### src/shared/smi_pkg.sv
// Purpose: constants and types shared by the two-wire serial interface
// Assumes: system clock of 125 MHz
// Notes: counts are derived from times in their own units
package smi_pkg;
    localparam int CLK_PERIOD_NS = 8;
    localparam int SCL_LOW_TIMEOUT_MS = 25;
    localparam int LOW_TIMEOUT_CYC =
        (SCL_LOW_TIMEOUT_MS * 1000000 + CLK_PERIOD_NS - 1) / CLK_PERIOD_NS;
    localparam int SYSCLK_PER_BIT = 20;
    localparam logic [3:0] MIN_HALF_CYC = 4'(SYSCLK_PER_BIT / 2);
    localparam logic [1:0] LOW_TICKS = 2'h1;
    localparam logic [1:0] HIGH_TICKS = 2'h2;
    localparam logic [3:0] FREE_TICKS = 4'hA;
    localparam logic [3:0] ACK_SLOT = 4'h8;
    localparam logic [3:0] LAST_BIT = 4'h7;
    localparam logic [1:0] SRC_T0 = 2'h0;
    localparam logic [1:0] SRC_T1 = 2'h1;
    localparam logic [1:0] SRC_T2H = 2'h2;
    localparam logic [1:0] SYNC_IDLE = 2'h3;
    localparam int DATA_W = 8;
    localparam int RX_DEPTH = 32;
    typedef enum logic [2:0] {
        M_IDLE = 3'b000,
        M_START = 3'b001,
        M_LOW = 3'b010,
        M_RISE = 3'b011,
        M_HIGH = 3'b100,
        M_STOP = 3'b101,
        M_STOPH = 3'b110
    } smi_mst_e;
endpackage

### src/shared/smi_mon_if.sv
// Purpose: bus observation signals from the line monitor to the byte engine
// Assumes: all signals on mclk
// Notes: edges and conditions are one-cycle pulses
`timescale 1ns/10ps
interface smi_mon_if;
    logic scl;
    logic sda;
    logic scl_rise;
    logic scl_fall;
    logic start_det;
    logic stop_det;
    logic tick;
    logic bus_free;
    logic low_timeout;
    modport mon (output scl, sda, scl_rise, scl_fall, start_det, stop_det, tick,
        bus_free, low_timeout);
    modport eng (input scl, sda, scl_rise, scl_fall, start_det, stop_det, tick,
        bus_free, low_timeout);
endinterface

### src/smi_top.sv
// Purpose: two-wire serial interface, master and slave, byte-wise engine
// Assumes: open-drain pads outside; timer overflows are mclk pulses
// Notes: SCL is held low while a byte, an ack or queue room is awaited
//
// Contract
// - bytes shift autonomously; bit rate never above mclk over twenty
// - master, slave or both; works with other masters on the bus
// - software ack mode or hardware address match with automatic ack
// - first byte after START is seven-bit address then direction bit
// - direction one means read, zero means write
// - ack is SDA low in ack slot; SDA high there is nack
// - master sends START, address, data, then STOP; master makes SCL
// - write: slave acks each byte; read: master acks each byte, but with hardware ack it nacks the byte received while a stop is pending
// - transmitter drives eight bits, receiver drives the ack slot
// - master starts only on free bus: after STOP or free timeout
// - master seeing low SDA when releasing it loses; becomes slave only if it loses in the address phase
// - master waits for SCL actually high before timing high phase
// - SCL low over 25 ms is timeout; reset link within 10 ms
// - with low timeout enabled timer reloads high, counts low
// - with free timeout enabled, bus free after more than ten source periods high
// - pending master START goes out when free timeout expires
// - free timeout needs running clock source even as slave only
// - byte event after ack when sending, before when receiving in software mode
// - clock source select 00 t0, 01 t1, 10 t2 high, 11 t2 low
// - master SCL low at least one source tick, high at least two source ticks
`timescale 1ns/10ps
module smi_top #(
    parameter int LOW_TO_CYC = smi_pkg::LOW_TIMEOUT_CYC
) (
    input wire logic mclk,
    input wire logic rst,
    input wire logic enable,
    input wire logic slave_inhibit,
    input wire logic hw_ack_enable,
    input wire logic [1:0] bit_clock_source_select,
    input wire logic scl_low_timeout_enable,
    input wire logic bus_free_timeout_enable,
    input wire logic [6:0] own_addr,
    input wire logic [3:0] timer_ovf,
    input wire logic scl_in,
    output logic scl_out,
    output logic scl_oe_n,
    input wire logic sda_in,
    output logic sda_out,
    output logic sda_oe_n,
    input wire logic start_req,
    input wire logic stop_req,
    input wire logic [smi_pkg::DATA_W-1:0] tx_data,
    input wire logic tx_valid,
    output logic tx_ready,
    input wire logic sw_ack_valid,
    input wire logic sw_ack_value,
    output logic [smi_pkg::DATA_W-1:0] rx_data,
    output logic rx_valid,
    input wire logic rx_ready,
    output logic byte_event,
    output logic start_event,
    output logic stop_event,
    output logic arb_lost,
    output logic got_ack,
    output logic [smi_pkg::DATA_W-1:0] addr_byte,
    output logic is_master,
    output logic is_slave,
    output logic bus_busy,
    output logic scl_timer_reload,
    output logic scl_low_timeout
);
    import smi_pkg::*;
    smi_mon_if mon_if ();
    smi_mst_e mst_reg;
    smi_mst_e mst_next;
    logic [3:0] cyc_cnt_reg;
    logic [1:0] tk_cnt_reg;
    logic [3:0] slot_reg;
    logic [7:0] shift_reg;
    logic [7:0] rx_byte_reg;
    logic [7:0] addr_reg;
    logic master_reg, slave_act_reg, pre_reg, addr_phase_reg, dir_reg, inh_reg;
    logic sda_low_reg, ack_bit_reg, got_ack_reg, need_tx_reg, need_ack_reg;
    logic push_pend_reg, start_pend_reg, stop_pend_reg, stop_go_reg;
    logic byte_ev_reg, start_ev_reg, stop_ev_reg, lost_ev_reg;
    logic scl_pin_low_reg, sda_pin_low_reg;
    logic active, tx_mode, hold, lost_c, is_mst, match, tx_take, ack_take;
    logic timer_done, sda_force, sess_clr, rise, fall, fifo_ready;
    logic [1:0] tk_need;
    logic [7:0] byte_in;

    // ----------------------------------------------------------------
    // decode
    // ----------------------------------------------------------------
    assign active = master_reg || slave_act_reg;
    assign tx_mode = addr_phase_reg ? master_reg : (master_reg ^ dir_reg);
    assign byte_in = {shift_reg[6:0], mon_if.sda};
    assign match = byte_in[7:1] == own_addr;
    assign hold = active && (need_tx_reg || need_ack_reg || push_pend_reg);
    assign tx_take = need_tx_reg && tx_valid;
    assign ack_take = need_ack_reg && sw_ack_valid && slot_reg == ACK_SLOT;
    assign rise = mon_if.scl_rise && active && !pre_reg;
    assign fall = mon_if.scl_fall && active;
    assign lost_c = rise && master_reg && tx_mode && slot_reg < ACK_SLOT
        && !sda_low_reg && !mon_if.sda && !sda_force;
    assign is_mst = master_reg && !lost_c;
    assign sess_clr = !enable || mon_if.low_timeout || mon_if.stop_det;
    assign sda_force = mst_reg == M_START || mst_reg == M_STOP || mst_reg == M_STOPH
        || (mst_reg == M_LOW && (pre_reg || stop_go_reg));
    assign tk_need = (mst_reg == M_LOW) ? LOW_TICKS : HIGH_TICKS;
    assign timer_done = cyc_cnt_reg == MIN_HALF_CYC && tk_cnt_reg >= tk_need;

    assign scl_out = 1'b0;
    assign sda_out = 1'b0;
    assign scl_oe_n = !scl_pin_low_reg;
    assign sda_oe_n = !sda_pin_low_reg;
    assign tx_ready = need_tx_reg;
    assign byte_event = byte_ev_reg;
    assign start_event = start_ev_reg;
    assign stop_event = stop_ev_reg;
    assign arb_lost = lost_ev_reg;
    assign got_ack = got_ack_reg;
    assign addr_byte = addr_reg;
    assign is_master = master_reg;
    assign is_slave = slave_act_reg;
    assign bus_busy = !mon_if.bus_free;

    // ----------------------------------------------------------------
    // master clock generator
    // ----------------------------------------------------------------
    always_comb begin
        mst_next = mst_reg;
        case (mst_reg)
            M_IDLE: if (start_pend_reg && mon_if.bus_free && mon_if.scl && mon_if.sda) begin
                mst_next = M_START;
            end
            M_START: if (timer_done) begin
                mst_next = M_LOW;
            end
            M_LOW: if (timer_done && !hold) begin
                mst_next = stop_go_reg ? M_STOP : M_RISE;
            end
            M_RISE: if (mon_if.scl) begin
                mst_next = M_HIGH;
            end
            M_HIGH: if (timer_done || !mon_if.scl) begin
                mst_next = M_LOW;
            end
            M_STOP: if (mon_if.scl) begin
                mst_next = M_STOPH;
            end
            M_STOPH: if (timer_done) begin
                mst_next = M_IDLE;
            end
            default: mst_next = M_IDLE;
        endcase
        if (!master_reg && mst_reg != M_IDLE && mst_reg != M_START) begin
            mst_next = M_IDLE;
        end
    end

    always_ff @(posedge mclk) begin
        if (rst || !enable || mon_if.low_timeout) begin
            mst_reg <= M_IDLE;
        end else begin
            mst_reg <= mst_next;
        end
    end

    always_ff @(posedge mclk) begin
        if (rst || mst_next != mst_reg || mst_reg == M_RISE || mst_reg == M_STOP) begin
            cyc_cnt_reg <= 4'h0;
            tk_cnt_reg <= 2'h0;
        end else begin
            if (cyc_cnt_reg != MIN_HALF_CYC) begin
                cyc_cnt_reg <= cyc_cnt_reg + 4'h1;
            end
            if (mon_if.tick && tk_cnt_reg != HIGH_TICKS) begin
                tk_cnt_reg <= tk_cnt_reg + 2'h1;
            end
        end
    end

    // ----------------------------------------------------------------
    // byte engine, shared by master and slave roles
    // ----------------------------------------------------------------
    always_ff @(posedge mclk) begin
        byte_ev_reg <= 1'b0;
        start_ev_reg <= 1'b0;
        stop_ev_reg <= 1'b0;
        lost_ev_reg <= 1'b0;
        if (rst || sess_clr) begin
            master_reg <= 1'b0;
            slave_act_reg <= 1'b0;
            pre_reg <= 1'b0;
            addr_phase_reg <= 1'b0;
            sda_low_reg <= 1'b0;
            need_tx_reg <= 1'b0;
            need_ack_reg <= 1'b0;
            stop_go_reg <= 1'b0;
            slot_reg <= ACK_SLOT;
            stop_ev_reg <= !rst && mon_if.stop_det;
        end else if (mon_if.start_det) begin
            master_reg <= mst_reg == M_START;
            slave_act_reg <= mst_reg != M_START;
            start_ev_reg <= mst_reg == M_START;
            inh_reg <= slave_inhibit;
            pre_reg <= 1'b1;
            addr_phase_reg <= 1'b1;
            slot_reg <= ACK_SLOT;
            sda_low_reg <= 1'b0;
        end else if (tx_take) begin
            shift_reg <= tx_data;
            need_tx_reg <= 1'b0;
            sda_low_reg <= !tx_data[7];
        end else if (ack_take) begin
            need_ack_reg <= 1'b0;
            ack_bit_reg <= sw_ack_value;
            sda_low_reg <= sw_ack_value;
        end else if (rise && slot_reg < ACK_SLOT) begin
            shift_reg <= byte_in;
            if (lost_c) begin
                master_reg <= 1'b0;
                slave_act_reg <= addr_phase_reg;
                lost_ev_reg <= 1'b1;
            end
            if (slot_reg == LAST_BIT && addr_phase_reg) begin
                addr_reg <= byte_in;
                dir_reg <= byte_in[0];
                ack_bit_reg <= hw_ack_enable && match;
                if (!is_mst && (inh_reg || (hw_ack_enable && !match))) begin
                    slave_act_reg <= 1'b0;
                end else if (!is_mst && !hw_ack_enable) begin
                    need_ack_reg <= 1'b1;
                    byte_ev_reg <= 1'b1;
                end
            end else if (slot_reg == LAST_BIT && !tx_mode) begin
                rx_byte_reg <= byte_in;
                push_pend_reg <= 1'b1;
                ack_bit_reg <= hw_ack_enable && !(master_reg && stop_pend_reg);
                need_ack_reg <= !hw_ack_enable;
                byte_ev_reg <= !hw_ack_enable;
            end
        end else if (rise) begin
            if (tx_mode) begin
                got_ack_reg <= !mon_if.sda;
            end
            byte_ev_reg <= tx_mode || hw_ack_enable;
        end else if (fall && pre_reg) begin
            pre_reg <= 1'b0;
            slot_reg <= 4'h0;
            need_tx_reg <= master_reg;
        end else if (fall && slot_reg == ACK_SLOT) begin
            slot_reg <= 4'h0;
            addr_phase_reg <= 1'b0;
            sda_low_reg <= 1'b0;
            if (master_reg && (stop_pend_reg || (tx_mode && !got_ack_reg))) begin
                stop_go_reg <= 1'b1;
            end else if (tx_mode && !got_ack_reg) begin
                slave_act_reg <= 1'b0;
            end else if (!tx_mode && !master_reg && !ack_bit_reg) begin
                slave_act_reg <= 1'b0;
            end else begin
                need_tx_reg <= master_reg ^ dir_reg;
            end
        end else if (fall) begin
            slot_reg <= slot_reg + 4'h1;
            if (slot_reg == LAST_BIT) begin
                sda_low_reg <= !tx_mode && ack_bit_reg && !need_ack_reg;
            end else begin
                sda_low_reg <= tx_mode && !shift_reg[7];
            end
        end
        if (rst) begin
            push_pend_reg <= 1'b0;
        end else if (push_pend_reg && fifo_ready) begin
            push_pend_reg <= 1'b0;
        end
    end

    // ----------------------------------------------------------------
    // requests and pins
    // ----------------------------------------------------------------
    always_ff @(posedge mclk) begin
        if (rst || !enable) begin
            start_pend_reg <= 1'b0;
            stop_pend_reg <= 1'b0;
            scl_pin_low_reg <= 1'b0;
            sda_pin_low_reg <= 1'b0;
        end else begin
            if (mon_if.start_det && mst_reg == M_START) begin
                start_pend_reg <= 1'b0;
            end
            if (start_req) begin
                start_pend_reg <= 1'b1;
            end
            if (mon_if.stop_det) begin
                stop_pend_reg <= 1'b0;
            end
            if (stop_req) begin
                stop_pend_reg <= 1'b1;
            end
            scl_pin_low_reg <= mst_reg == M_LOW
                || (hold && !mon_if.scl && !master_reg);
            sda_pin_low_reg <= sda_force || sda_low_reg;
        end
    end

    smi_busmon #(
        .LOW_TO_CYC(LOW_TO_CYC)
    ) u_mon (
        .mclk(mclk),
        .rst(rst),
        .scl_pin(scl_in),
        .sda_pin(sda_in),
        .timer_ovf(timer_ovf),
        .bit_clock_source_select(bit_clock_source_select),
        .bus_free_timeout_enable(bus_free_timeout_enable),
        .scl_low_timeout_enable(scl_low_timeout_enable),
        .scl_timer_reload(scl_timer_reload),
        .mon(mon_if.mon)
    );
    assign scl_low_timeout = mon_if.low_timeout;

    smi_fifo #(
        .WIDTH(DATA_W),
        .DEPTH(RX_DEPTH)
    ) u_rxq (
        .mclk(mclk),
        .rst(rst),
        .in_valid(push_pend_reg),
        .in_data(rx_byte_reg),
        .in_ready(fifo_ready),
        .out_valid(rx_valid),
        .out_data(rx_data),
        .out_ready(rx_ready)
    );
endmodule

### src/smi_fifo.sv
// Purpose: receive byte queue with valid/ready on both sides
// Assumes: DEPTH is a power of two
// Notes: in_ready low stalls the byte engine, which stretches SCL
`timescale 1ns/10ps
module smi_fifo #(
    parameter int WIDTH = 8,
    parameter int DEPTH = 32
) (
    input wire logic mclk,
    input wire logic rst,
    input wire logic in_valid,
    input wire logic [WIDTH-1:0] in_data,
    output logic in_ready,
    output logic out_valid,
    output logic [WIDTH-1:0] out_data,
    input wire logic out_ready
);
    localparam int AW = $clog2(DEPTH);
    logic [WIDTH-1:0] mem [DEPTH];
    logic [AW:0] wr_ptr_reg;
    logic [AW:0] rd_ptr_reg;
    logic push;
    logic pop;

    assign in_ready = (wr_ptr_reg - rd_ptr_reg) != (AW+1)'(DEPTH);
    assign out_valid = wr_ptr_reg != rd_ptr_reg;
    assign out_data = mem[rd_ptr_reg[AW-1:0]];
    assign push = in_valid && in_ready;
    assign pop = out_valid && out_ready;

    always_ff @(posedge mclk) begin
        if (push) begin
            mem[wr_ptr_reg[AW-1:0]] <= in_data;
        end
    end

    always_ff @(posedge mclk) begin
        if (rst) begin
            wr_ptr_reg <= '0;
            rd_ptr_reg <= '0;
        end else begin
            if (push) begin
                wr_ptr_reg <= wr_ptr_reg + 1'b1;
            end
            if (pop) begin
                rd_ptr_reg <= rd_ptr_reg + 1'b1;
            end
        end
    end
endmodule

### src/smi_busmon.sv
// Purpose: line synchronisers, START/STOP detection, free and low timeouts
// Assumes: timer overflow inputs are one-cycle pulses on mclk
// Notes: bus is taken as busy from reset until STOP or free timeout
`timescale 1ns/10ps
module smi_busmon #(
    parameter int LOW_TO_CYC = smi_pkg::LOW_TIMEOUT_CYC
) (
    input wire logic mclk,
    input wire logic rst,
    input wire logic scl_pin,
    input wire logic sda_pin,
    input wire logic [3:0] timer_ovf,
    input wire logic [1:0] bit_clock_source_select,
    input wire logic bus_free_timeout_enable,
    input wire logic scl_low_timeout_enable,
    output logic scl_timer_reload,
    smi_mon_if.mon mon
);
    import smi_pkg::*;
    localparam int LW = $clog2(LOW_TO_CYC + 1);
    logic [1:0] scl_sync_reg;
    logic [1:0] sda_sync_reg;
    logic scl_q_reg;
    logic sda_q_reg;
    logic busy_reg;
    logic to_reg;
    logic reload_reg;
    logic [3:0] free_cnt_reg;
    logic [LW-1:0] low_cnt_reg;
    logic both_high;
    logic free_hit;

    assign mon.scl = scl_sync_reg[1];
    assign mon.sda = sda_sync_reg[1];
    assign mon.scl_rise = scl_sync_reg[1] && !scl_q_reg;
    assign mon.scl_fall = !scl_sync_reg[1] && scl_q_reg;
    assign mon.start_det = scl_q_reg && scl_sync_reg[1] && sda_q_reg && !sda_sync_reg[1];
    assign mon.stop_det = scl_q_reg && scl_sync_reg[1] && !sda_q_reg && sda_sync_reg[1];
    assign mon.tick = (bit_clock_source_select == SRC_T0) ? timer_ovf[0] :
        (bit_clock_source_select == SRC_T1) ? timer_ovf[1] :
        (bit_clock_source_select == SRC_T2H) ? timer_ovf[2] : timer_ovf[3];
    assign mon.bus_free = !busy_reg;
    assign mon.low_timeout = to_reg;
    assign scl_timer_reload = reload_reg;
    assign both_high = scl_sync_reg[1] && sda_sync_reg[1];
    assign free_hit = free_cnt_reg > FREE_TICKS;

    always_ff @(posedge mclk) begin
        if (rst) begin
            scl_sync_reg <= SYNC_IDLE;
            sda_sync_reg <= SYNC_IDLE;
            scl_q_reg <= 1'b1;
            sda_q_reg <= 1'b1;
        end else begin
            scl_sync_reg <= {scl_sync_reg[0], scl_pin};
            sda_sync_reg <= {sda_sync_reg[0], sda_pin};
            scl_q_reg <= scl_sync_reg[1];
            sda_q_reg <= sda_sync_reg[1];
        end
    end

    // ----------------------------------------------------------------
    // free timeout, runs whether master or slave
    // ----------------------------------------------------------------
    always_ff @(posedge mclk) begin
        if (rst || !both_high) begin
            free_cnt_reg <= 4'h0;
        end else if (mon.tick && !free_hit) begin
            free_cnt_reg <= free_cnt_reg + 4'h1;
        end
    end

    always_ff @(posedge mclk) begin
        if (rst) begin
            busy_reg <= 1'b1;
        end else if (mon.start_det) begin
            busy_reg <= 1'b1;
        end else if (mon.stop_det || (bus_free_timeout_enable && free_hit)) begin
            busy_reg <= 1'b0;
        end
    end

    // ----------------------------------------------------------------
    // scl low timeout: reload while high, count while low
    // ----------------------------------------------------------------
    always_ff @(posedge mclk) begin
        if (rst || !scl_low_timeout_enable || scl_sync_reg[1]) begin
            low_cnt_reg <= '0;
        end else if (low_cnt_reg != LW'(LOW_TO_CYC)) begin
            low_cnt_reg <= low_cnt_reg + 1'b1;
        end
    end

    always_ff @(posedge mclk) begin
        if (rst) begin
            to_reg <= 1'b0;
            reload_reg <= 1'b0;
        end else begin
            to_reg <= scl_low_timeout_enable && !scl_sync_reg[1]
                && low_cnt_reg == LW'(LOW_TO_CYC - 1);
            reload_reg <= scl_low_timeout_enable && scl_sync_reg[1];
        end
    end
endmodule

### config.mk
export PLATFORM = sky130hd
export DESIGN_NAME = smi_top
export DESIGN_NICKNAME = d
export VERILOG_FILES = /design/src/shared/smi_pkg.sv /design/src/shared/smi_mon_if.sv /design/src/smi_top.sv /design/src/smi_fifo.sv /design/src/smi_busmon.sv
export SDC_FILE = /design/constraint.sdc
export NUM_CORES = 1
export LEC_CHECK = 0
export ABC_CLOCK_PERIOD_IN_PS = 3420
export BUFFER_PORTS_ARGS = -buffer_cell sky130_fd_sc_hd__buf_2
export CORE_MARGIN = 3
export CORE_UTILIZATION = 30
export DETAILED_ROUTE_END_ITERATION = 6
export HOLD_SLACK_MARGIN = 0.03
export PLACE_DENSITY_LB_ADDON = 0.08
export SLEW_MARGIN = 5
export SYNTH_ARGS = -nofsm -noshare
export SYNTH_HDL_FRONTEND = slang
export SYNTH_SLANG_ARGS = --single-unit
### constraint.sdc
create_clock -name mclk -period 3.42 [get_ports mclk]
set_input_delay 0.684 -clock mclk [delete_from_list [all_inputs] [get_ports mclk]]
set_output_delay 0.684 -clock mclk [all_outputs]
set_load 0.1 [all_outputs]
==> results of run 1 <==
==> kinds of logic (layout without fill, tap and decap cells) <==
group           Yosys count  after routing
xor+xnor                 40             40
buf+inv                  73            231
mux                     100            100
flops                   365            365
other cells               1              2
simple gates            279            279
compound gates          101            101
fa+ha+maj                21             21
==> layer usage <==
layer | routed length (um) | global-route usage, % | vias up
met5 | 0 | 0 | -
met4 | 765 | 3.74 | 0
met3 | 1480 | 2.91 | 56
met2 | 18700 | 23.8 | 166
met1 | 17400 | 19.6 | 4396
li1 | - | - | 4062
==> synth_stat cells, types with 7 or more instances <==
master	count
a21oi_1	29
o21ai_0	14
nand3_1	24
buf_1	9
edfxtp_1	283
mux4_2	81
buf_4	7
nor2_1	102
ha_1	21
mux2_2	15
o211ai_1	8
nand2_1	39
nand3b_1	7
clkbuf_1	18
nand2b_1	7
nor3_1	18
buf_2	8
xor2_1	21
or2_2	9
xnor2_1	19
inv_1	30
a31oi_1	7
nand4_1	12
dfxtp_1	82
or3_1	8
==> cell usage in the layout, fill, tap and decap left out, types with 5 or more instances in the layout <==
cell type and instances:
edfxtp_1 283, nor2_1 102, mux4_2 81, dfxtp_1 80
buf_2 57, buf_4 46, clkbuf_16 45, nand2_1 39
inv_1 30, a21oi_1 29, nand3_1 24, xor2_1 21
ha_1 21, xnor2_1 19, nor3_1 18, clkinv_1 15
o21ai_0 14, nand4_1 12, buf_12 11, mux2_2 10
clkbuf_1 10, or2_2 9, or3_1 8, o211ai_1 8
nand2b_1 7, nand3b_1 7, a31oi_1 7, and2_1 5
nor3b_1 5, mux2_4 5, o21ai_1 5, a211oi_1 5
nor2b_1 5, nor4_1 5
==> through the flow <==
step | hold slack [ns] | TNS, ns | worst slack (ns) | cell area, um2 | util [%]
after floorplan | 0.389 | 0 | 0.423 | 15300 | -
after global placement | 0.393 | 0 | 0.370 | 16600 | 33.2
after detailed placement | 0.396 | 0 | 0.377 | 16600 | 33.2
after CTS | 0.258 | -0.949 | -0.151 | 18100 | 36.2
after global routing | 0.273 | -1.05 | -0.156 | 18200 | 36.3
final | 0.301 | -0.218 | -0.0477 | 18200 | 36.3
==> power by group through the flow <==
stage	clock (mW)	sequential, mW	combinational [mW]
3_3_place_gp	0	4.84	0.138
3_5_place_dp	0	4.84	0.138
2_1_floorplan	0	4.84	0.0834
6_report	4.19	4.74	0.136
5_1_grt	4.53	4.74	0.152
4_1_cts	4.35	4.74	0.139
==> worst max-delay path, stage by stage, from the launching register on <==
cell and delay [ns]:
dfxtp_4 0.39, buf_12 0.12, buf_8 0.11, buf_16 0.15, mux4_2 0.52, mux4_2 0.46, mux2_4 0.30, buf_12 0.17
==> worst max path at each step <==
stage,depth (start not counted),startpoint,to,slack [ns]
2_1_floorplan,5,is_master$_SDFFE_PP0P_,rx_byte_reg[0]$_DFFE_PP_,0.42
3_3_place_gp,5,flip-flop,rx_data[1],0.37
3_5_place_dp,5,flip-flop,rx_data[6],0.38
4_1_cts,6,flip-flop,rx_data[2],-0.15
5_1_grt,7,flip-flop,rx_data[7],-0.16
6_report,7,flip-flop,rx_data[6],-0.05
==> layout make-up <==
class | count | area, um2 | share of cell area [%]
Sequential cell | 365 | 10100 | 55.7
Clock buffer | 53 | 1110 | 6.11
Inverter | 30 | 113 | 0.618
Multi-Input combinational cell | 543 | 4830 | 26.5
Clock inverter | 24 | 141 | 0.776
Timing Repair Buffer | 124 | 1040 | 5.72
Tap cell | 672 | 841 | 4.61
==> repair_timing <==
action,CTS,global route
cloned,3,2
setup endpoints to repair,8,8
setup buffers,3,5
hold buffers,0,0
resized for setup,37,4
==> key figures, run 1 <==
Hold path
  – Hold-critical path depth: 2
  – Hold WC Path Type: primary input to flip-flop
  – Hold_sp: sda_in
  – Hold endpoint: u_mon.sda_sync_reg[0]$_SDFF_PP1_

Worst setup path
  – CP Launch Type: flip-flop
  – R2R Setup Slk: 0.52 ns
  – Worst setup EP type: output port
  – Worst r2r src: u_rxq.rd_ptr_reg[3]$_SDFFE_PP0P_
  – Reg2reg path depth: 8
  – WP data required: 2.74 ns
  – Crit-path max FO: 8
  – Worst r2r dst: u_rxq.mem[30][0]$_DFFE_PP_
  – Kind of critical path: flip-flop to output port
  – Crit path DAT: 2.78 ns

Clock tree
  – Skew-Pair Late Insertion Delay: 0.56 ns
  – Clock tree buffer depth: 3
  – Clock sinks: 365
  – Clock tree from TritonCTS: built
  – CTS clk-pin slew, worst paths: 0.06 ns
  – CTS Buf Count: 43
  – CTS H-tree depth: 2
  – Clock root buffer: clkbuf_16

Die
  – Die Y: 232 um
  – Core Area: 50200 um2
  – Die width: 232 um
  – Starting density of the core: 30.4%
  – DIE AREA: 53600 um2
  – # IOs: 68
  – # rows: 82

Synthesis
  – Post-Syn Area per Cell: 15.6 um2
  – Synth top area share: 55.7%
  – Synth Area in Compound Gates: 4.63%
  – Post-synthesis mux area share: 13.3%
  – Syn Inst Count: 980
  – Netlist cell types: 74
  – Largest family of logic cells by synthesized area: multiplexers
  – Yosys warning total: 0
  – Synth Area in Adders: 1.72%
  – Sequential share of the synthesized area: 66.4%
  – Area leader, netlist: edfxtp_1
  – Simple-gate area share of the yosys netlist: 9.49%
  – Post-Syn Area: 15300 um2
  – Synth Area in XOR/XNOR: 2.30%
  – Synthesized flop and latch total: 365
  – Top post-synthesis cells by area: edfxtp_1 56%, mux4_2 12%, dfxtp_1 11%, nor2_1 2.5%, ha_1 1.7%
  – Top FF cell, synth: edfxtp_1
  – Ys async rst share: 0%
  – EDFF count, synth: 283

STA
  – Setup Skew: 0.0220 ns
  – Fmax: 288 MHz
  – Worst slew pin tran: 1.15 ns
  – Final worst-path cycle share: 101%
  – Slew Viols, Final: 0
  – Minimum clock period: 3.47 ns
  – Fin worst setup slack: -0.0477 ns
  – Final setup fails: 8
  – RSZ-0062 raised after global routing: yes
  – Slew margin rel.: 23.2%
  – Final hold violation count: 0

Power
  – Pwr dens: 497 nW/um2
  – Combinational power share: 1.5%
  – Peak supply drop: 0.290 mV
  – Pleak: 5.81 nW
  – Net Sw Power: 1.90 mW
  – Clock network power share: 46.2%
  – Power Total: 9.07 mW
  – Switching Share: 21.0%
  – Cell-internal power: 7.16 mW
  – Sequential share of power: 52.3%

Finish
  – Share of cells above drive strength 1: 26.1%
  – Layout Nets: 1164
  – Final cell count without fillers: 1811
  – Number of fill cells: 4799
  – Max reg flops: 256
  – ANT cells: 0
  – Area growth, synth to finish: 19.4%

Global routing
  – Global-route wire length before repair: 57.8 mm
  – Vias in the first global route: 8941
  – Overflow left after global routing: 0
  – Initial antenna violation count: 1
  – GRT Total Usage: 14.5%
  – Pin count of the biggest net entering global routing: 33

Route
  – Vias: 8680
  – Post-route ant nets: 0
  – Residual DRC: 0
  – Vias per cell: 4.79
  – DR iter-0 viols: 549
  – TritonRoute pass-1 iters: 5
  – Routed Wire Length: 38.3 mm
  – Average wire per standard cell: 21.1 um

Place
  – DP Cell Count: 1722
  – Post-detail-place hpwl: 23.8 mm
  – Placer Congestion: 0.744
  – PortBufs: 65

Flow run
  – MaxCap Viol Count: 0

Run status
  – Run status: finished with violations
  – Failing checks: negative setup slack
(Power assumes the default switching activity.)
==> run 2: changes to the inputs <==
- ABC_CLOCK_PERIOD_IN_PS: 3420 -> 4200
- clock period: 3.42 -> 4.2 ns (I/O delays scaled with it)
==> run 2 against run 1 <==
Effect of this change: the flow now finishes without violations; final cell count is 0.83% lower; sequential power decreased by 19%; core utilization shrank 0.69 points; largest cell class unchanged; critical path type unchanged; flip-flop and latch count unchanged; critical path depth fell by 2; clock power fell by 18%.
==> key figures, run 2 (synthesis gave the netlist of run 1 again) <==
Clock tree
  – Clock root buffer: clkbuf_16
  – CTS H-tree depth: 2
  – CTS clk-pin slew, worst paths: 0.06 ns
  – Clock sinks: 365
  – Postcts setup bufs: 0
  – Cts repair resizes: 0
  – CTS Buf Count: 43
  – Clock tree from TritonCTS: built
  – Clock tree buffer depth: 3
  – CTS Hold Bufs: 0
  – Skew-Pair Late Insertion Delay: 0.57 ns

STA
  – Minimum clock period: 3.91 ns
  – Slew margin rel.: 26.2%
  – Final setup fails: 0
  – Total Negative Setup Slacks: 0 ns
  – Final worst-path cycle share: 93.1%
  – Setup Skew: 0.0245 ns
  – Slew Viols, Final: 0
  – Worst slew pin tran: 1.11 ns
  – Fmax: 256 MHz
  – RSZ-0062 raised after global routing: no
  – Final hold violation count: 0

Power
  – Pwr dens: 414 nW/um2
  – Pleak: 5.65 nW
  – Power Total: 7.40 mW
  – Peak supply drop: 0.224 mV

Worst setup path
  – R2R Setup Slk: 1.00 ns
  – Worst setup EP type: output port
  – Worst r2r dst: cyc_cnt_reg[1]$_SDFFE_PP0P_
  – Worst r2r src: mst_reg[1]$_SDFF_PP0_
  – WP data required: 3.36 ns
  – Crit-path max FO: 12
  – Kind of critical path: flip-flop to output port
  – CP Launch Type: flip-flop
  – Crit path DAT: 3.07 ns
  – Reg2reg path depth: 9

Die
  – Die Y: 232 um
  – DIE AREA: 53600 um2
  – # IOs: 68
  – Core Area: 50200 um2
  – Starting density of the core: 30.4%
  – Die width: 232 um
  – # rows: 82

Route
  – Residual DRC: 0
  – Average wire per standard cell: 21.2 um
  – Post-route ant nets: 0
  – Vias per cell: 4.79
  – DR iter-0 viols: 527
  – TritonRoute pass-1 iters: 5
  – Vias: 8600
  – Routed Wire Length: 38.0 mm

Hold path
  – Hold-critical path depth: 1
  – Hold_sp: u_mon.sda_sync_reg[0]$_SDFF_PP1_
  – Hold endpoint: u_mon.sda_sync_reg[1]$_SDFF_PP1_
  – Hold WC Path Type: flip-flop to flip-flop

Global routing
  – Initial antenna violation count: 1
  – Overflow left after global routing: 0
  – Vias in the first global route: 9098
  – GRT Total Usage: 14.5%
  – Pin count of the biggest net entering global routing: 33
  – Global-route wire length before repair: 58.0 mm

Finish
  – Commonest non-fill, non-tap cell in the layout: edfxtp_1
  – Area growth, synth to finish: 17.2%
  – ANT cells: 0
  – Max reg flops: 256
  – Most frequent cells in the layout: 283 x edfxtp_1, 102 x nor2_1, 81 x mux4_2, 80 x dfxtp_1, 65 x buf_2
  – Share of cells above drive strength 1: 25.3%
  – Layout Nets: 1148

Run status
  – Run status: completed

Place
  – Post-detail-place hpwl: 24.4 mm
  – PortBufs: 65
  – Placer Congestion: 0.783

Flow run
  – MaxCap Viol Count: 0
## run 2: cell types whose count changed in the layout (fill, tap and decap cells not counted), sizes merged
cell,delta
inv,-2
clkinv,+2
clkbuf,-1
buf,-14
## run 2: per-layer routing
metal | vias up | global-route usage [%] | routed length (um)
li1 | 4014 | - | -
met1 | 4347 | 20.3 | 18000
met2 | 189 | 23.2 | 17900
met3 | 50 | 2.38 | 1490
met4 | 0 | 4.30 | 707
met5 | - | 0 | 0
## run 2: final cells by class
class                           instances  area [um2]
Fill cell                            4808       32300
Clock buffer                           54        1120
Timing Repair Buffer                  108         686
Clock inverter                         24         170
Tap cell                              672         841
Sequential cell                       365       10100
Multi-Input combinational cell        543        4810
Inverter                               30         113
## run 2: report_power, final
group / switching [mW] / internal (mW) / leakage [nW]
clock: 1.48 / 1.95 / 0.630
sequential: 0.0130 / 3.85 / 3.21
combinational: 0.0654 / 0.0429 / 1.82
total: 1.56 / 5.85 / 5.65
## run 2: critical path: stages (launching register included)
cell	delay, ns
dfxtp_4	0.52
buf_4	0.31
mux4_2	0.53
mux4_2	0.50
mux2_2	0.33
buf_2	0.31
## run 2: worst max path at each step
| stage | from | end | slack (ns) | depth (start not counted) |
|---|---|---|---|---|
| finish | flip-flop | rx_data[0] | 0.29 | 5 |
| global route | flip-flop | rx_data[0] | 0.14 | 5 |
| CTS | flip-flop | rx_data[0] | 0.19 | 5 |
| detailed placement | flip-flop | rx_data[0] | 0.81 | 5 |
| global placement | flip-flop | rx_data[0] | 0.83 | 5 |
| floorplan | flip-flop | rx_data[0] | 1.15 | 5 |
## run 2: per-stage QoR
step                      util [%]  cell area (um2)  setup slack [ns]  hold slack [ns]  instances
after global placement        33.1            16600             0.834            0.395       1718
after global routing          35.6            17900             0.140            0.436       1796
after detailed placement      33.1            16600             0.809            0.395       1718
after CTS                     35.6            17900             0.188            0.408       1796
after floorplan                  -            15300              1.15            0.389        981
final                         35.6            17900             0.289            0.405       1796
==> run 3: changes to the inputs <==
- ABC_CLOCK_PERIOD_IN_PS: 4200 -> 4400
- SYNTH_HIERARCHICAL: not set -> 1
- clock period: 4.2 -> 4.4 ns (I/O delays scaled with it)
==> run 3 against run 2 <==
Effect of this change: critical path depth unchanged; clock skew decreased by 0.0078 ns; via count increased by 5.2%; register-to-register slack improved by 0.18 ns; global-route usage increased by 0.34 points; combinational power increased by 8%; sequential share of layout area decreased by 1.5 points; setup slack got worse by 0.026 ns; largest cell class unchanged.
==> key figures, run 3 <==
Clock tree
  – CTS Hold Bufs: 0
  – Skew-Pair Late Insertion Delay: 0.57 ns
  – Clock tree from TritonCTS: built
  – Postcts setup bufs: 0
  – Clock root buffer: clkbuf_16
  – CTS H-tree depth: 2
  – Cts repair resizes: 0
  – CTS Buf Count: 43
  – Clock tree buffer depth: 3
  – CTS clk-pin slew, worst paths: 0.06 ns
  – Clock sinks: 365

STA
  – Slew Viols, Final: 0
  – Slew margin rel.: 19.5%
  – RSZ-0062 raised after global routing: no
  – Final worst-path cycle share: 94.0%
  – Total Negative Setup Slacks: 0 ns
  – Worst slew pin tran: 1.21 ns
  – Fmax: 242 MHz
  – Minimum clock period: 4.14 ns
  – Final setup fails: 0
  – Fin worst setup slack: 0.262 ns
  – Final hold violation count: 0
  – Setup Skew: 0.0167 ns

Worst setup path
  – Crit-path max FO: 34
  – Sequence of cells on the critical path: buf_12 > mux4_2 > mux4_2 > mux2_2 > buf_2
  – Worst setup EP type: output port
  – Crit path DAT: 3.26 ns
  – CP Launch Type: flip-flop
  – Reg2reg path depth: 8
  – Critical-path top delay cell: dfxtp_4
  – Kind of critical path: flip-flop to output port
  – Worst path most repeated cell: mux4_2
  – R2R Setup Slk: 1.18 ns
  – Worst r2r src: u_rxq/wr_ptr_reg[2]$_SDFFE_PP0P_
  – Max stage delay on crit path: 0.62 ns
  – WP data required: 3.52 ns
  – Worst r2r dst: u_rxq/mem[15][2]$_DFFE_PP_

Power
  – Pleak: 6.00 nW
  – Pwr dens: 402 nW/um2
  – Power Total: 7.39 mW
  – Peak supply drop: 0.249 mV

Hold path
  – Hold endpoint: u_mon/scl_sync_reg[1]$_SDFF_PP1_
  – Hold WC Path Type: flip-flop to flip-flop
  – Hold_sp: u_mon/scl_sync_reg[0]$_SDFF_PP1_
  – Hold-critical path depth: 1

Route
  – Post-route ant nets: 0
  – Routed Wire Length: 39.6 mm
  – Vias per cell: 4.82
  – Vias: 9045
  – Average wire per standard cell: 21.1 um
  – Residual DRC: 0
  – DR iter-0 viols: 553
  – TritonRoute pass-1 iters: 5

Place
  – PortBufs: 65
  – Post-detail-place hpwl: 26.0 mm
  – DP Area: 17000 um2
  – Setup WS pre-CTS: 0.773 ns
  – Placer Congestion: 0.785

Synthesis
  – Synthesized flop and latch total: 365
  – Post-Syn Area per Cell: 14.9 um2
  – Synth cell count leaders: 283 x edfxtp_1, 109 x nor2_1, 82 x dfxtp_1, 81 x mux4_2, 62 x nand2_1
  – EDFF count, synth: 283
  – Netlist cell types: 77
  – Area leader, netlist: edfxtp_1
  – Yosys warning total: 6
  – Top FF cell, synth: edfxtp_1
  – Ys async rst share: 0%
  – Top post-synthesis cells by area: edfxtp_1 54%, mux4_2 12%, dfxtp_1 10%, nor2_1 2.6%, ha_1 1.7%
  – Syn Inst Count: 1052
  – Post-Syn Area: 15600 um2
  – Sequential share of the synthesized area: 64.8%
  – Most common cell in the netlist: edfxtp_1
  – Synth top area share: 54.3%

Global routing
  – Initial antenna violation count: 0
  – Global-route wire length before repair: 60.5 mm
  – Pin count of the biggest net entering global routing: 35
  – Overflow left after global routing: 0
  – Vias in the first global route: 9245
  – GRT Total Usage: 14.8%

Die
  – Die Y: 234 um
  – # rows: 83
  – Starting density of the core: 30.4%
  – Core Area: 51400 um2
  – # IOs: 68
  – Die width: 234 um
  – DIE AREA: 54900 um2

Finish
  – Register area: 10100 um2
  – Layout Nets: 1222
  – Commonest non-fill, non-tap cell in the layout: edfxtp_1
  – Post-layout util: 35.7%
  – Number of fill cells: 4958
  – Area growth, synth to finish: 17.4%
  – Share of cells above drive strength 1: 25.6%
  – Multi-input gate area: 5150 um2
  – Fin area: 18400 um2
  – Most frequent cells in the layout: 283 x edfxtp_1, 109 x nor2_1, 81 x mux4_2, 80 x dfxtp_1, 65 x buf_2
  – Max reg flops: 256
  – ANT cells: 0

Flow run
  – MaxCap Viol Count: 0

Run status
  – Run status: completed
==> run 3: cell count changes after synthesis, sizes merged, moves of 5 or more <==
cell | previous run | this run
nor2 | 102 | 112
nand2b | 7 | 12
or2 | 14 | 7
or3 | 9 | 16
a21o | 0 | 5
a21oi | 29 | 37
nand2 | 39 | 63
a31oi | 7 | 2
o211ai | 9 | 2
xor2 | 21 | 14
clkbuf | 18 | 13
nor2b | 5 | 16
and3 | 4 | 9
o21ai | 20 | 36
==> run 3: metal layers <==
| layer | track usage, % | routed length [um] | up-vias |
|---|---|---|---|
| li1 | - | - | 4267 |
| met1 | 20.9 | 18800 | 4543 |
| met2 | 23.7 | 18500 | 187 |
| met3 | 2.81 | 1650 | 48 |
| met4 | 3.50 | 665 | 0 |
| met5 | 0 | 0 | - |
==> run 3: through the flow <==
step,instances,hold slack (ns)
2_1_floorplan,1053,0.389
3_3_place_gp,1800,0.394
3_5_place_dp,1800,0.395
4_1_cts,1877,0.408
5_1_grt,1877,0.413
6_report,1877,0.407
==> run 3: cell families (layout without fill, tap and decap cells) <==
group	Yosys count	count (layout)	synth area share, %
multiplexers	95	95	12.7
flip-flops	365	365	64.8
adder cells (fa/ha/maj)	21	21	1.68
XOR/XNOR	32	32	1.79
buffers and inverters	74	218	2.27
other	1	2	0.0240
AO/OA/AOI/OAI	128	128	5.66
AND/OR/NAND/NOR	336	336	11.1
==> run 3: worst max path at each step <==
| stage | slack [ns] | endpoint |
|---|---|---|
| floorplan | 1.31 | rx_data[0] |
| global placement | 0.81 | rx_data[1] |
| detailed placement | 0.77 | rx_data[1] |
| CTS | 0.15 | rx_data[1] |
| global route | 0.07 | rx_data[1] |
| finish | 0.26 | rx_data[1] |
==> run 3: area by class of cell <==
type / count / area share [%]
Multi-Input combinational cell: 614 / 28.1
Inverter: 32 / 0.654
Tap cell: 680 / 4.63
Clock inverter: 31 / 1.78
Timing Repair Buffer: 109 / 3.71
Sequential cell: 365 / 55.3
Clock buffer: 46 / 5.92
==> run 3: critical path, delay by kind of cell, from the launching register on <==
family | cells | cell delay (ns)
DFF | 1 | 0.62
muxes | 3 | 1.39
buffers and inverters | 2 | 0.63
==> run 3: report_power, final <==
part	internal [mW]	total (mW)	switching (mW)
logic	0.0449	0.117	0.0722
clock network	2.15	3.58	1.44
registers	3.68	3.69	0.0108
